$ cat config.mk
export PLATFORM = sky130hd
export DESIGN_NAME = fci_host
export DESIGN_NICKNAME = d
export VERILOG_FILES = /design/src/verilog/fci_pkg.sv /design/src/verilog/fci_cyc_if.sv /design/src/verilog/fci_bus_cycle.sv /design/src/verilog/fci_host.sv
export SDC_FILE = /design/constraint.sdc
export NUM_CORES = 1
export LEC_CHECK = 0
export ABC_AREA = 1
export BUFFER_PORTS_ARGS = -buffer_cell sky130_fd_sc_hd__buf_2
export CAP_MARGIN = 0
export CELL_PAD_IN_SITES_DETAIL_PLACEMENT = 0
export CELL_PAD_IN_SITES_GLOBAL_PLACEMENT = 1
export CORE_MARGIN = 2
export CORE_UTILIZATION = 47
export DETAILED_ROUTE_END_ITERATION = 8
export HOLD_SLACK_MARGIN = 0.05
export PLACE_DENSITY_LB_ADDON = 0.1
export SLEW_MARGIN = 30
export SYNTH_ARGS = -nofsm -noshare
export SYNTH_HDL_FRONTEND = slang
export SYNTH_HIERARCHICAL = 1
export SYNTH_SLANG_ARGS = --single-unit
$ cat constraint.sdc
create_clock -name clk_in -period 2.95 [get_ports clk_in]
set_input_delay 0.59 -clock clk_in [delete_from_list [all_inputs] [get_ports clk_in]]
set_output_delay 0.59 -clock clk_in [all_outputs]
set_load 0.005 [all_outputs]
$ cat src/verilog/fci_pkg.sv
// Contract
// Write cycle needs chip and write enable low, output enable high.
// Device ignores writes during power-up and comes up in array read.
// Wrong value or order of cycle returns device to array read.
// Device latches address at the later fall, data at the earlier rise.
// Array reads need no command after power-up or embedded operations.
// In erase suspend, suspended sectors read status, others read array.
// One reset command cycle, any address, returns device to array read.
// Reset aborts an erase sequence before erasing; ignored while erasing.
// Reset aborts a program sequence before it runs; ignored while running.
// Reset aborts autoselect entry; host writes reset to leave autoselect.
// On limit exceeded during program or erase, host writes reset command; fci_host only sets the fail flag and issues no reset.
// Two unlocks plus autoselect command enter autoselect; reads repeat.
// Autoselect 00h gives maker code; 01h word or 02h byte device code.
// Autoselect 02h word or 04h byte at sector: 01h protected, else 00h.
// Boot sector reports protected if protected or boot-protect input low.
// Boot-protect alone blocks erasure but still allows programming.
// Program is two unlocks, set-up command, then address and data.
// Program end frees the address; status bits and ready/busy show it.
// Commands ignored while programming; hardware reset ends it at once.
// Program never turns 0 into 1; order and sector crossings are free.
// Two unlocks plus 20h enter bypass; programs are A0h then address/data.
// Bypass accepts only program and reset; leave with 90h then 00h.
// Unlock and set-up address/data pairs come from the command table.
package fci_pkg;

  // ---------------------------------------------------------------
  // Bus widths
  // ---------------------------------------------------------------
  localparam int ADDR_W = 20;
  localparam int DATA_W = 16;

  // ---------------------------------------------------------------
  // Command words
  // ---------------------------------------------------------------
  localparam logic [ADDR_W-1:0] UNLOCK1_ADDR = 20'h00555;
  localparam logic [ADDR_W-1:0] UNLOCK2_ADDR = 20'h002AA;
  localparam logic [7:0] UNLOCK1_DATA = 8'hAA;
  localparam logic [7:0] UNLOCK2_DATA = 8'h55;
  localparam logic [7:0] CMD_PROGRAM  = 8'hA0;
  localparam logic [7:0] CMD_AUTOSEL  = 8'h90;
  localparam logic [7:0] CMD_BYPASS   = 8'h20;
  localparam logic [7:0] CMD_BYP_EXIT = 8'h90;
  localparam logic [7:0] CMD_BYP_EXIT2 = 8'h00;
  localparam logic [7:0] CMD_RESET    = 8'hF0;

  // ---------------------------------------------------------------
  // Autoselect low addresses
  // ---------------------------------------------------------------
  localparam logic [7:0] AS_MAKER_LO  = 8'h00;
  localparam logic [7:0] AS_DEV_LO_W  = 8'h01;
  localparam logic [7:0] AS_DEV_LO_B  = 8'h02;
  localparam logic [7:0] AS_PROT_LO_W = 8'h02;
  localparam logic [7:0] AS_PROT_LO_B = 8'h04;
  localparam logic [7:0] AS_PROT_YES  = 8'h01;

  // ---------------------------------------------------------------
  // Host command port map
  // ---------------------------------------------------------------
  localparam logic [3:0] REG_CTRL   = 4'h0;
  localparam logic [3:0] REG_ADDR   = 4'h1;
  localparam logic [3:0] REG_WDATA  = 4'h2;
  localparam logic [3:0] REG_STATUS = 4'h3;
  localparam logic [3:0] REG_RDATA  = 4'h4;
  localparam int OP_W = 3;
  localparam logic [OP_W-1:0] OP_READ    = 3'h0;
  localparam logic [OP_W-1:0] OP_PROGRAM = 3'h1;
  localparam logic [OP_W-1:0] OP_RESET   = 3'h2;
  localparam logic [OP_W-1:0] OP_AUTOSEL = 3'h3;
  localparam logic [OP_W-1:0] OP_BYPASS  = 3'h4;
  localparam logic [OP_W-1:0] OP_BYP_PGM = 3'h5;
  localparam logic [OP_W-1:0] OP_BYP_EXIT = 3'h6;

  // ---------------------------------------------------------------
  // Timing at 50 MHz
  // ---------------------------------------------------------------
  localparam int CLK_NS       = 20;
  localparam int PULSE_NS     = 60;
  localparam int PULSE_CYC    = (PULSE_NS + CLK_NS - 1) / CLK_NS;
  localparam int ACCESS_NS    = 90;
  localparam int ACCESS_CYC   = (ACCESS_NS + CLK_NS - 1) / CLK_NS;
  localparam int CNT_W        = 4;
  localparam logic [CNT_W-1:0] PULSE_CNT  = CNT_W'(PULSE_CYC);
  localparam logic [CNT_W-1:0] ACCESS_CNT = CNT_W'(ACCESS_CYC);

  localparam logic [DATA_W-1:0] RDATA_RST = 16'h0000;

endpackage
$ cat src/verilog/fci_cyc_if.sv
`timescale 1ns/1ns
interface fci_cyc_if;
  import fci_pkg::*;
  logic              start;
  logic              is_write;
  logic [ADDR_W-1:0] addr;
  logic [DATA_W-1:0] wdata;
  logic              done;
  logic [DATA_W-1:0] rdata;
  modport seq (output start, is_write, addr, wdata, input done, rdata);
  modport cyc (input start, is_write, addr, wdata, output done, rdata);
endinterface

$ cat src/verilog/fci_bus_cycle.sv
`timescale 1ns/1ns
module fci_bus_cycle
  import fci_pkg::*;
(
  input  wire logic              clk_in,
  input  wire logic              rstn_in,
  fci_cyc_if.cyc                 cyc,
  input  wire logic [DATA_W-1:0] dq_sync_in,
  output logic                   ce_n_out,
  output logic                   we_n_out,
  output logic                   oe_n_out,
  output logic [ADDR_W-1:0]      addr_out,
  output logic [DATA_W-1:0]      dq_out,
  output logic                   dq_oe_n_out
);

  typedef enum logic [1:0] {C_IDLE, C_PULSE, C_HOLD} fci_cst_t;
  typedef struct packed {
    fci_cst_t          st;
    logic [CNT_W-1:0]  cnt;
    logic              wr;
    logic              ce_n;
    logic              we_n;
    logic              oe_n;
    logic              dq_oe_n;
    logic [ADDR_W-1:0] addr;
    logic [DATA_W-1:0] dq;
    logic [DATA_W-1:0] rd;
    logic              done;
  } fci_cyc_t;

  fci_cyc_t s_q;
  fci_cyc_t s_d;

  always_comb begin
    s_d      = s_q;
    s_d.done = 1'b0;
    case (s_q.st)
      C_IDLE: begin
        if (cyc.start) begin
          s_d.addr = cyc.addr;
          s_d.dq   = cyc.wdata;
          s_d.wr   = cyc.is_write;
          s_d.ce_n = 1'b0;
          // write qualified
          s_d.we_n    = !cyc.is_write;
          s_d.oe_n    = cyc.is_write;
          s_d.dq_oe_n = !cyc.is_write;
          s_d.cnt = cyc.is_write ? PULSE_CNT : ACCESS_CNT;
          s_d.st  = C_PULSE;
        end
      end
      C_PULSE: begin
        if (s_q.cnt > CNT_W'(1)) begin
          s_d.cnt = s_q.cnt - CNT_W'(1);
        end else begin
          // we rises first
          s_d.we_n = 1'b1;
          if (!s_q.wr) begin
            s_d.rd = dq_sync_in;
          end
          s_d.st = C_HOLD;
        end
      end
      C_HOLD: begin
        // Chip enable and output enable lift after write enable, so
        // address and data hold past the latching edge.
        s_d.ce_n    = 1'b1;
        s_d.oe_n    = 1'b1;
        s_d.dq_oe_n = 1'b1;
        s_d.done    = 1'b1;
        s_d.st      = C_IDLE;
      end
      default: s_d.st = C_IDLE;
    endcase
  end

  always_ff @(posedge clk_in or negedge rstn_in) begin
    if (!rstn_in) begin
      s_q <= '{st: C_IDLE, cnt: '0, wr: 1'b0, ce_n: 1'b1, we_n: 1'b1,
               oe_n: 1'b1, dq_oe_n: 1'b1, addr: '0, dq: '0,
               rd: RDATA_RST, done: 1'b0};
    end else begin
      s_q <= s_d;
    end
  end

  assign ce_n_out    = s_q.ce_n;
  assign we_n_out    = s_q.we_n;
  assign oe_n_out    = s_q.oe_n;
  assign addr_out    = s_q.addr;
  assign dq_out      = s_q.dq;
  assign dq_oe_n_out = s_q.dq_oe_n;
  assign cyc.done    = s_q.done;
  assign cyc.rdata   = s_q.rd;

endmodule

$ cat src/verilog/fci_host.sv
`timescale 1ns/1ns
module fci_host
  import fci_pkg::*;
(
  input  wire logic              clk_in,
  input  wire logic              rstn_in,
  input  wire logic [3:0]        reg_addr_in,
  input  wire logic [31:0]       reg_wdata_in,
  input  wire logic              reg_wr_in,
  input  wire logic              reg_rd_in,
  output logic [31:0]            reg_rdata_out,
  input  wire logic [DATA_W-1:0] dq_in,
  input  wire logic              ready_busy_n_in,
  output logic                   ce_n_out,
  output logic                   we_n_out,
  output logic                   oe_n_out,
  output logic                   byte_n_out,
  output logic [ADDR_W-1:0]      addr_out,
  output logic [DATA_W-1:0]      dq_out,
  output logic                   dq_oe_n_out
);

  // ---------------------------------------------------------------
  // State
  // ---------------------------------------------------------------
  typedef enum logic [3:0] {
    H_IDLE, H_ISSUE, H_WAIT, H_NEXT, H_BUSY, H_POLL, H_DONE
  } fci_hst_t;

  typedef struct packed {
    fci_hst_t          st;
    logic [OP_W-1:0]   op;
    logic [2:0]        step;
    logic [ADDR_W-1:0] addr;
    logic [DATA_W-1:0] wdata;
    logic [DATA_W-1:0] rdata;
    logic              byte_n;
    logic              bypass;
    logic              autosel;
    logic              fail;
    logic              done_flag;
    logic              start;
    logic              is_write;
    logic [ADDR_W-1:0] c_addr;
    logic [DATA_W-1:0] c_data;
    logic [1:0]        rb_sync;
    logic [DATA_W-1:0] dq_s1;
    logic [DATA_W-1:0] dq_s2;
    logic [31:0]       rd_out;
  } fci_st_t;

  fci_st_t s_q;
  fci_st_t s_d;

  fci_cyc_if cif ();

  fci_bus_cycle u_cyc (
    .clk_in      (clk_in),
    .rstn_in     (rstn_in),
    .cyc         (cif.cyc),
    .dq_sync_in  (s_q.dq_s2),
    .ce_n_out    (ce_n_out),
    .we_n_out    (we_n_out),
    .oe_n_out    (oe_n_out),
    .addr_out    (addr_out),
    .dq_out      (dq_out),
    .dq_oe_n_out (dq_oe_n_out)
  );

  assign cif.start    = s_q.start;
  assign cif.is_write = s_q.is_write;
  assign cif.addr     = s_q.c_addr;
  assign cif.wdata    = s_q.c_data;

  // Number of bus cycles in each sequence
  function automatic logic [2:0] seq_len(input logic [OP_W-1:0] op);
    case (op)
      OP_PROGRAM:  seq_len = 3'd4;
      OP_AUTOSEL:  seq_len = 3'd3;
      OP_BYPASS:   seq_len = 3'd3;
      OP_BYP_PGM:  seq_len = 3'd2;
      OP_BYP_EXIT: seq_len = 3'd2;
      default:     seq_len = 3'd1;
    endcase
  endfunction

  function automatic logic [ADDR_W+DATA_W:0] cyc_word(
    input logic [OP_W-1:0] op, input logic [2:0] step,
    input logic [ADDR_W-1:0] a, input logic [DATA_W-1:0] d);
    logic [ADDR_W-1:0] ca;
    logic [7:0]        cd;
    ca = UNLOCK1_ADDR;
    cd = CMD_RESET;
    cyc_word = '0;
    // unlock pairs
    if ((op == OP_PROGRAM || op == OP_AUTOSEL || op == OP_BYPASS) &&
        step < 3'd2) begin
      ca = (step == 3'd0) ? UNLOCK1_ADDR : UNLOCK2_ADDR;
      cd = (step == 3'd0) ? UNLOCK1_DATA : UNLOCK2_DATA;
      cyc_word = {1'b1, ca, 8'h00, cd};
    end else begin
      case (op)
        OP_READ: cyc_word = {1'b0, a, 16'h0000};
        // single reset cycle
        OP_RESET: cyc_word = {1'b1, a, 8'h00, CMD_RESET};
        // autoselect command
        OP_AUTOSEL: cyc_word = {1'b1, UNLOCK1_ADDR, 8'h00, CMD_AUTOSEL};
        // bypass entry
        OP_BYPASS: cyc_word = {1'b1, UNLOCK1_ADDR, 8'h00, CMD_BYPASS};
        // program four cycles
        OP_PROGRAM: cyc_word = (step == 3'd2) ?
          {1'b1, UNLOCK1_ADDR, 8'h00, CMD_PROGRAM} : {1'b1, a, d};
        OP_BYP_PGM: cyc_word = (step == 3'd0) ?
          {1'b1, a, 8'h00, CMD_PROGRAM} : {1'b1, a, d};
        // bypass exit pair
        OP_BYP_EXIT: cyc_word = (step == 3'd0) ?
          {1'b1, a, 8'h00, CMD_BYP_EXIT} : {1'b1, a, 8'h00, CMD_BYP_EXIT2};
        default: cyc_word = {1'b0, a, 16'h0000};
      endcase
    end
  endfunction

  logic [ADDR_W+DATA_W:0] w;
  logic                   prog_op;
  logic [31:0]            status;

  always_comb begin
    s_d        = s_q;
    s_d.start  = 1'b0;
    s_d.rb_sync = {s_q.rb_sync[0], ready_busy_n_in};
    s_d.dq_s1  = dq_in;
    s_d.dq_s2  = s_q.dq_s1;
    w       = cyc_word(s_q.op, s_q.step, s_q.addr, s_q.wdata);
    prog_op = (s_q.op == OP_PROGRAM) || (s_q.op == OP_BYP_PGM);
    status  = {24'h0, 1'b0, s_q.bypass, s_q.autosel, !s_q.byte_n,
               s_q.fail, s_q.done_flag, s_q.rb_sync[1],
               (s_q.st != H_IDLE)};
    // ---------------------------------------------------------------
    // Register port
    // ---------------------------------------------------------------
    s_d.rd_out = 32'h0;
    if (reg_rd_in) begin
      case (reg_addr_in)
        REG_ADDR:   s_d.rd_out = 32'(s_q.addr);
        REG_WDATA:  s_d.rd_out = 32'(s_q.wdata);
        REG_STATUS: s_d.rd_out = status;
        REG_RDATA:  s_d.rd_out = 32'(s_q.rdata);
        default:    s_d.rd_out = 32'h0;
      endcase
    end
    if (reg_wr_in) begin
      case (reg_addr_in)
        REG_ADDR:  s_d.addr  = reg_wdata_in[ADDR_W-1:0];
        REG_WDATA: s_d.wdata = reg_wdata_in[DATA_W-1:0];
        REG_CTRL: begin
          s_d.byte_n = !reg_wdata_in[8];
          // Writing CTRL with the clear bit drops sticky flags; a new
          // operation start clears only done_flag and leaves fail set.
          if (reg_wdata_in[9]) begin
            s_d.done_flag = 1'b0;
            s_d.fail      = 1'b0;
          end
          // no commands while busy
          if (reg_wdata_in[7] && s_q.st == H_IDLE) begin
            s_d.op        = reg_wdata_in[OP_W-1:0];
            s_d.step      = 3'd0;
            s_d.done_flag = 1'b0;
            s_d.st        = H_ISSUE;
          end
        end
        default: ;
      endcase
    end
    // ---------------------------------------------------------------
    // Sequencer
    // ---------------------------------------------------------------
    case (s_q.st)
      H_IDLE: ;
      H_ISSUE: begin
        s_d.start    = 1'b1;
        s_d.is_write = w[ADDR_W+DATA_W];
        s_d.c_addr   = w[ADDR_W+DATA_W-1:DATA_W];
        s_d.c_data   = w[DATA_W-1:0];
        s_d.st       = H_WAIT;
      end
      H_WAIT: begin
        if (cif.done) begin
          if (!s_q.is_write) begin
            // autoselect data read
            s_d.rdata = cif.rdata;
          end
          s_d.st = H_NEXT;
        end
      end
      H_NEXT: begin
        if (s_q.step + 3'd1 < seq_len(s_q.op)) begin
          s_d.step = s_q.step + 3'd1;
          s_d.st   = H_ISSUE;
        end else if (prog_op) begin
          s_d.st = H_BUSY;
        end else begin
          s_d.st = H_DONE;
        end
      end
      H_BUSY: begin
        // Poll by reading the program address: a released bus
        // carries no status, so it must be read out
        s_d.start    = 1'b1;
        s_d.is_write = 1'b0;
        s_d.c_addr   = s_q.addr;
        s_d.st       = H_POLL;
      end
      H_POLL: begin
        if (cif.done) begin
          // limit exceeded seen
          // Busy sync lags the sampled data, so busy here means the
          // word read was status and not array contents
          if (cif.rdata[5] && !s_q.rb_sync[1]) begin
            s_d.fail = 1'b1;
          end
          // wait on ready/busy
          if (s_q.rb_sync[1]) begin
            s_d.st = H_DONE;
          end else begin
            s_d.st = H_BUSY;
          end
        end
      end
      H_DONE: begin
        case (s_q.op)
          // reset leaves autoselect
          OP_RESET: begin
            s_d.autosel = 1'b0;
            s_d.bypass  = 1'b0;
          end
          OP_AUTOSEL:  s_d.autosel = 1'b1;
          OP_BYPASS:   s_d.bypass  = 1'b1;
          OP_BYP_EXIT: s_d.bypass  = 1'b0;
          default: ;
        endcase
        s_d.done_flag = 1'b1;
        s_d.st        = H_IDLE;
      end
      default: s_d.st = H_IDLE;
    endcase
  end

  always_ff @(posedge clk_in or negedge rstn_in) begin
    if (!rstn_in) begin
      s_q <= '0;
      s_q.st <= H_IDLE;
      // Word mode out of reset
      s_q.byte_n <= 1'b1;
    end else begin
      s_q <= s_d;
    end
  end

  assign reg_rdata_out = s_q.rd_out;
  assign byte_n_out    = s_q.byte_n;

endmodule

; ---- Word-level counts from Yosys, hierarchy flattened
; Cells that the tools add are included.
; Widths: inputs -> output; s select.
[op_classes]
n_mux = 46
n_reduce_logical = 40
eq_ne = 22
n_lt_le_gt_ge = 3
add_sub_neg = 2
bitwise = 3
[op_table]
columns = cell, count
row1 = $pmux 37 s6, 1
row2 = $pmux 20 s4, 1
row3 = $mux 47, 1
row4 = $mux 46, 1
row5 = $pmux 22 s2, 1
row6 = $mux 20, 2
row7 = $mux 37, 1
row8 = $mux 36, 1
row9 = $mux 16, 2
row10 = $pmux 4 s6, 1
row11 = $mux 10, 2
row12 = $reduce_and 3->1, 6
row13 = $eq 4x2->1 const B, 4
row14 = $eq 4x3->1 const B, 4
row15 = $mux 4, 4
row16 = $mux 8, 2
row17 = $reduce_and 2->1, 8
row18 = $reduce_bool 2->1, 7
row19 = $mux 2, 6
row20 = $mux 3, 4
row21 = $mux 11, 1
row22 = $eq 3x2->1 const B, 3
row23 = $eq 3x3->1 const B, 3
row24 = $pmux 3 s3, 1
row25 = 25 further kinds, 49
[word_totals]
regBits = 235
out_inout_bits = 73
inputBits = 57
wordCells = 146

; ---- Logic depth before layout (Yosys ltp)
[logic_depth]
word_depth = 8
ltp_mapped = 11
mapped_depth_nobuf = 11

; ---- Hierarchy
; The synthesis kept the hierarchy.
[by_module_without_submodules]
columns = mod, seq_area_each_um2, cells_per_inst, area_each_um2, instances
row1 = fci_host, 3980.1, 752, 6750.2, 1
row2 = fci_bus_cycle, 1606.5, 343, 2991.6, 1

; ---- Worst setup path after synthesis
; OpenSTA, ideal clock, no wires.
[synth_timing]
path_type = register to register
from = reg s_q[166] (netlist name)
to = reg s_q[163] (netlist name)
path_stages_with_launch = 12
slack_ns = 1.167
required_time_ns = 2.885
arrival_ns = 1.718
setup_time_ns = 0.065
synth_period_minus_slack_ns = 1.783
cell_sequence = dfrtp_1 > buf_2 > nor2_2 > nand2_1 > nand2_1 > nor2_1 > ha_1 > nand3_1 > nand3_1 > inv_1 > nand2_1 > nand2_1
[synth_rtl]
columns = element, line_no
row1 = from (decl), fci_host.sv:52  ; fci_st_t s_q;

==> impl_summary.log <==
[metrics] count of cells resized by post-cts repair: 0
[metrics] Detail Route Antenna Nets: 0
[metrics] register bit count reported by yosys: about 220
[metrics] Leak Pwr: 5.84 nW
[metrics] pre-CTS setup slack: 0.678 ns
[metrics] clock share of power: 42.5%
[metrics] max-cap violation count: 0
[metrics] result of the run: completed
[metrics] maximum fanout along the worst path: 11
[metrics] number of clock sinks seen by CTS: 223
[metrics] Die Width: 148 um
[metrics] area post-placement: 0.00994 mm2
[metrics] most used cell along the critical path: nand2_1
[metrics] distinct cell type count of the synthesized netlist: 38
[metrics] standard cell with the maximum stage delay on the critical path: dfrtp_1
[metrics] final routed wire length divided by cell count: 14.3 um
[metrics] maximum level of the CTS H-tree: 1
[metrics] Boundary Pins: 130
[metrics] number of enable-type register cells in the synthesized netlist: 0
[metrics] hpwl dp: 14.2 mm
[metrics] # rows: 52
[metrics] y dimension of the die: around 150 um
[metrics] period utilisation layout: approximately three quarters
[metrics] antenna fix cells: 0
[metrics] proportion of synthesized chip area in sequential cells: 57.3%
[metrics] count of yosys warnings during synthesis: 6
[metrics] Overflow after GRT: 0
[metrics] commonest register cell after synthesis: dfrtp_1
[metrics] cell-by-cell trace of the critical path: nor2_2 -> nand2_1 -> nand2_1 -> nor2_1 -> ha_1 -> a21oi_1 -> nand3_1 -> inv_1 -> nand2_1 -> nand2_1
[metrics] overall global routing resource usage: 19.2%
[metrics] Worst-Margin Slew: 0.637 ns
[metrics] switching power of the nets: 1.85 mW
[metrics] data arrival time of the critical path: between 2 and 3 ns
[metrics] starting DRC count in detailed routing: 380
[metrics] Placeable Area: between 0.02 and 0.025 mm2
[metrics] highest achievable clock rate: 0.452 GHz
[metrics] total internal power: 5.55 mW
[metrics] total setup violations reported at the end of the flow: 0
[metrics] share of synthesized flip-flops with an asynchronous set or reset: 100%
[metrics] met1 GRT Util: 30.3%
[metrics] met3 layer usage reported by global route: about 2.7%
[metrics] critical path buffer and inverter count: 1
[metrics] vias after detailed routing: 6596
[metrics] type of the worst setup path: flop to flop
[metrics] maximum number of pins on one net before global-route repair: 78
[metrics] Seq pwr share: 48.3%
[metrics] nature of the critical path startpoint: flop
[metrics] count of buffers from port buffering: 105
[metrics] final cell count without fillers: around 1400
[metrics] share of cells above drive strength 1: 16.8%
[metrics] number of iterations in the first detailed-routing pass: 5
[metrics] Worst-Skew Late Latency: 0.51 ns
[metrics] gate family responsible for the most delay along the worst path: simple AND/OR/NAND/NOR gates
[metrics] GRT busiest layer: met1
[metrics] worst reg2reg path endpoint: s_q[161]$_DFF_PN0_
[metrics] Clock transition at path regs: about 0.06 ns
[metrics] worst reg2reg path startpoint: s_q[166]$_DFFE_PN0P_
[metrics] timing endpoint of the critical path: s_q[161]$_DFF_PN0_
[metrics] starting density of the core: 48.0%
[metrics] clock tree root driver cell: clkbuf_16
[metrics] post-route design area: roughly 0.011 mm2
[metrics] Power Dens Cells: just under 700 mW/mm2
[metrics] final max-slew violation count: 0
[metrics] instance count of the mapped netlist: 1095
[metrics] fraction of power spent switching nets: around a quarter
[metrics] maximum root-to-sink buffer count: 3
[metrics] post-synthesis instance area: 0.00974 mm2
[metrics] # placed instances: 1374
[metrics] Crit. path cell count: 10
[metrics] global-route wire length before repair: 33.6 mm
[metrics] initial antenna violation count: 0
[metrics] worst relative slew slack: 57.5%
[metrics] clock tree from TritonCTS: yes
[metrics] met2 track demand over resource in global routing: 28.2%
[metrics] type of destination of the critical path: flop
[metrics] mean instance size in the synthesized netlist: 8.90 um2
[metrics] unrepaired setup endpoints after global routing: false
[metrics] post-CTS setup buffers: 0
[metrics] critical path's largest stage delay: 0.51 ns
[metrics] Worst R2R Setup Slack: 0.74 ns
[metrics] net total in the final layout: ~1200
[metrics] detailed-route wire length: 20.3 mm
[metrics] clock buffers created by TritonCTS: 24
[metrics] Worst Reg2Reg Path Length in Cells: 10
[metrics] number of buffers inserted by hold repair at cts: 0
[metrics] final design utilization: 53.1%
[metrics] Hold/Removal Path Class: input pin to asynchronous set/reset pin
[metrics] Residual DRC: 0
[metrics] Final Skew: approximately 0.016 ns
[metrics] area enclosed by the die boundary: 0.0219 mm2
[metrics] final critical-path setup slack: 0.736 ns
[metrics] final worst path period need: 2.21 ns
[metrics] maximum VDD drop: between 0.0005 and 0.0006 V
[metrics] TNS Setup: 0 ns
[metrics] vias in the first global route: between 6000 and 7000
[metrics] Final Hold Viols: 0
[metrics] area added between synthesis and finish: 10.7%
[metrics] combinational cell fraction of total power: a little under a tenth
[metrics] drt via density: around 4.7
[metrics] CP startpoint: s_q[166]$_DFFE_PN0P_
[metrics] Routability Congestion: 0.838
[metrics] Req. time, crit path: 3.39 ns
## state kept, by name, indices dropped and copies added, names as in the netlist, 7 cells and up
name,count
u_cyc/s_q,7
s_d,17
reg_rdata_out,20
cif.wdata,16
s_q,83
u_cyc/addr_out,20
u_cyc/cyc.rdata,16
u_cyc/dq_out,16
cif.addr,20
## how the worst min path moves through the flow
| stage | start | end | slack [ns] | cells after the start |
|---|---|---|---|---|
| floorplan | rstn_in | cif.addr[0]$_DFFE_PN0P_ | 0.29 | 0 |
| global placement | s_d[33]$_DFF_PN0_ | s_q[33]$_DFF_PN0_ | 0.33 | 0 |
| detailed placement | s_d[36]$_DFF_PN0_ | s_q[36]$_DFF_PN0_ | 0.33 | 0 |
| CTS | rstn_in | s_d[33]$_DFF_PN0_ | 0.09 | 1 |
| global route | rstn_in | s_d[32]$_DFF_PN0_ | 0.1 | 1 |
| finish | rstn_in | s_q[33]$_DFF_PN0_ | 0.06 | 1 |
## power groups by stage
stage	registers [mW]	logic, mW	clock network, mW
5_1_grt	3.61	0.810	3.38
2_1_floorplan	3.55	0.571	0
3_3_place_gp	3.62	0.680	0
6_report	3.57	0.685	3.14
3_5_place_dp	3.62	0.690	0
4_1_cts	3.57	0.695	3.23
## cells in the mapped netlist, types with 7 or more instances
master      n  area [um2]
buf_2      15        75.1
inv_1      87         327
dfrtp_1   218        5460
nor2_1     37         139
clkbuf_1    9        33.8
nand3_1    58         290
buf_4      90         676
o211ai_1   12        90.1
inv_2       7        26.3
nand2_1   415        1560
ha_1        7        87.6
a21oi_1    15        75.1
o21ai_1    23         115
o21ai_0    53         265
## cells by family (layout without fill, tap and decap cells)
kind of cell	after synthesis	after routing	share of synthesized area [%]
AO/OA/AOI/OAI	110	110	6.13
XOR/XNOR	2	2	0.180
adder cells (fa/ha/maj)	7	7	0.899
buffers and inverters	213	254	12.2
flip-flops	223	223	57.3
multiplexers	4	4	0.462
other	1	13	0.0385
AND/OR/NAND/NOR	535	535	22.8
## cells in the final DEF (no fill, tap or decap), drive strengths merged, types with 2 or more instances in the layout
master,Yosys,layout
nand2,424,424
dfrtp,218,218
buf,109,115
inv,94,94
o21ai,78,78
nand3,61,61
nor2,43,43
clkbuf,9,30
a21oi,15,15
conb,1,13
o211ai,12,12
ha,7,7
clkinv,1,6
dfstp,5,5
clkinvlp,0,5
mux2,4,4
bufinv,0,4
a31oi,2,2
nor3,2,2
nand4,2,2
## routing by layer
metal	vias up	routed length (um)
met2	148	8720
met4	0	296
li1	3389	-
met3	27	977
met1	3032	10300
met5	-	0
## area by class of cell
type                            count  area, um2
Fill cell                        1963       9520
Clock buffer                       30        654
Tap cell                          270        338
Multi-Input combinational cell    671       3010
Clock inverter                     14        183
Sequential cell                   223       5590
Timing Repair Buffer              115        648
Inverter                           95        357
## stage by stage
| stage | total power, mW | hold slack (ns) |
|---|---|---|
| global route | 7.80 | 0.0983 |
| CTS | 7.50 | 0.0900 |
| floorplan | 4.12 | 0.294 |
| finish | 7.40 | 0.0574 |
| global placement | 4.30 | 0.332 |
| detailed placement | 4.31 | 0.335 |
Note: power is estimated with default switching activity, not from simulation.
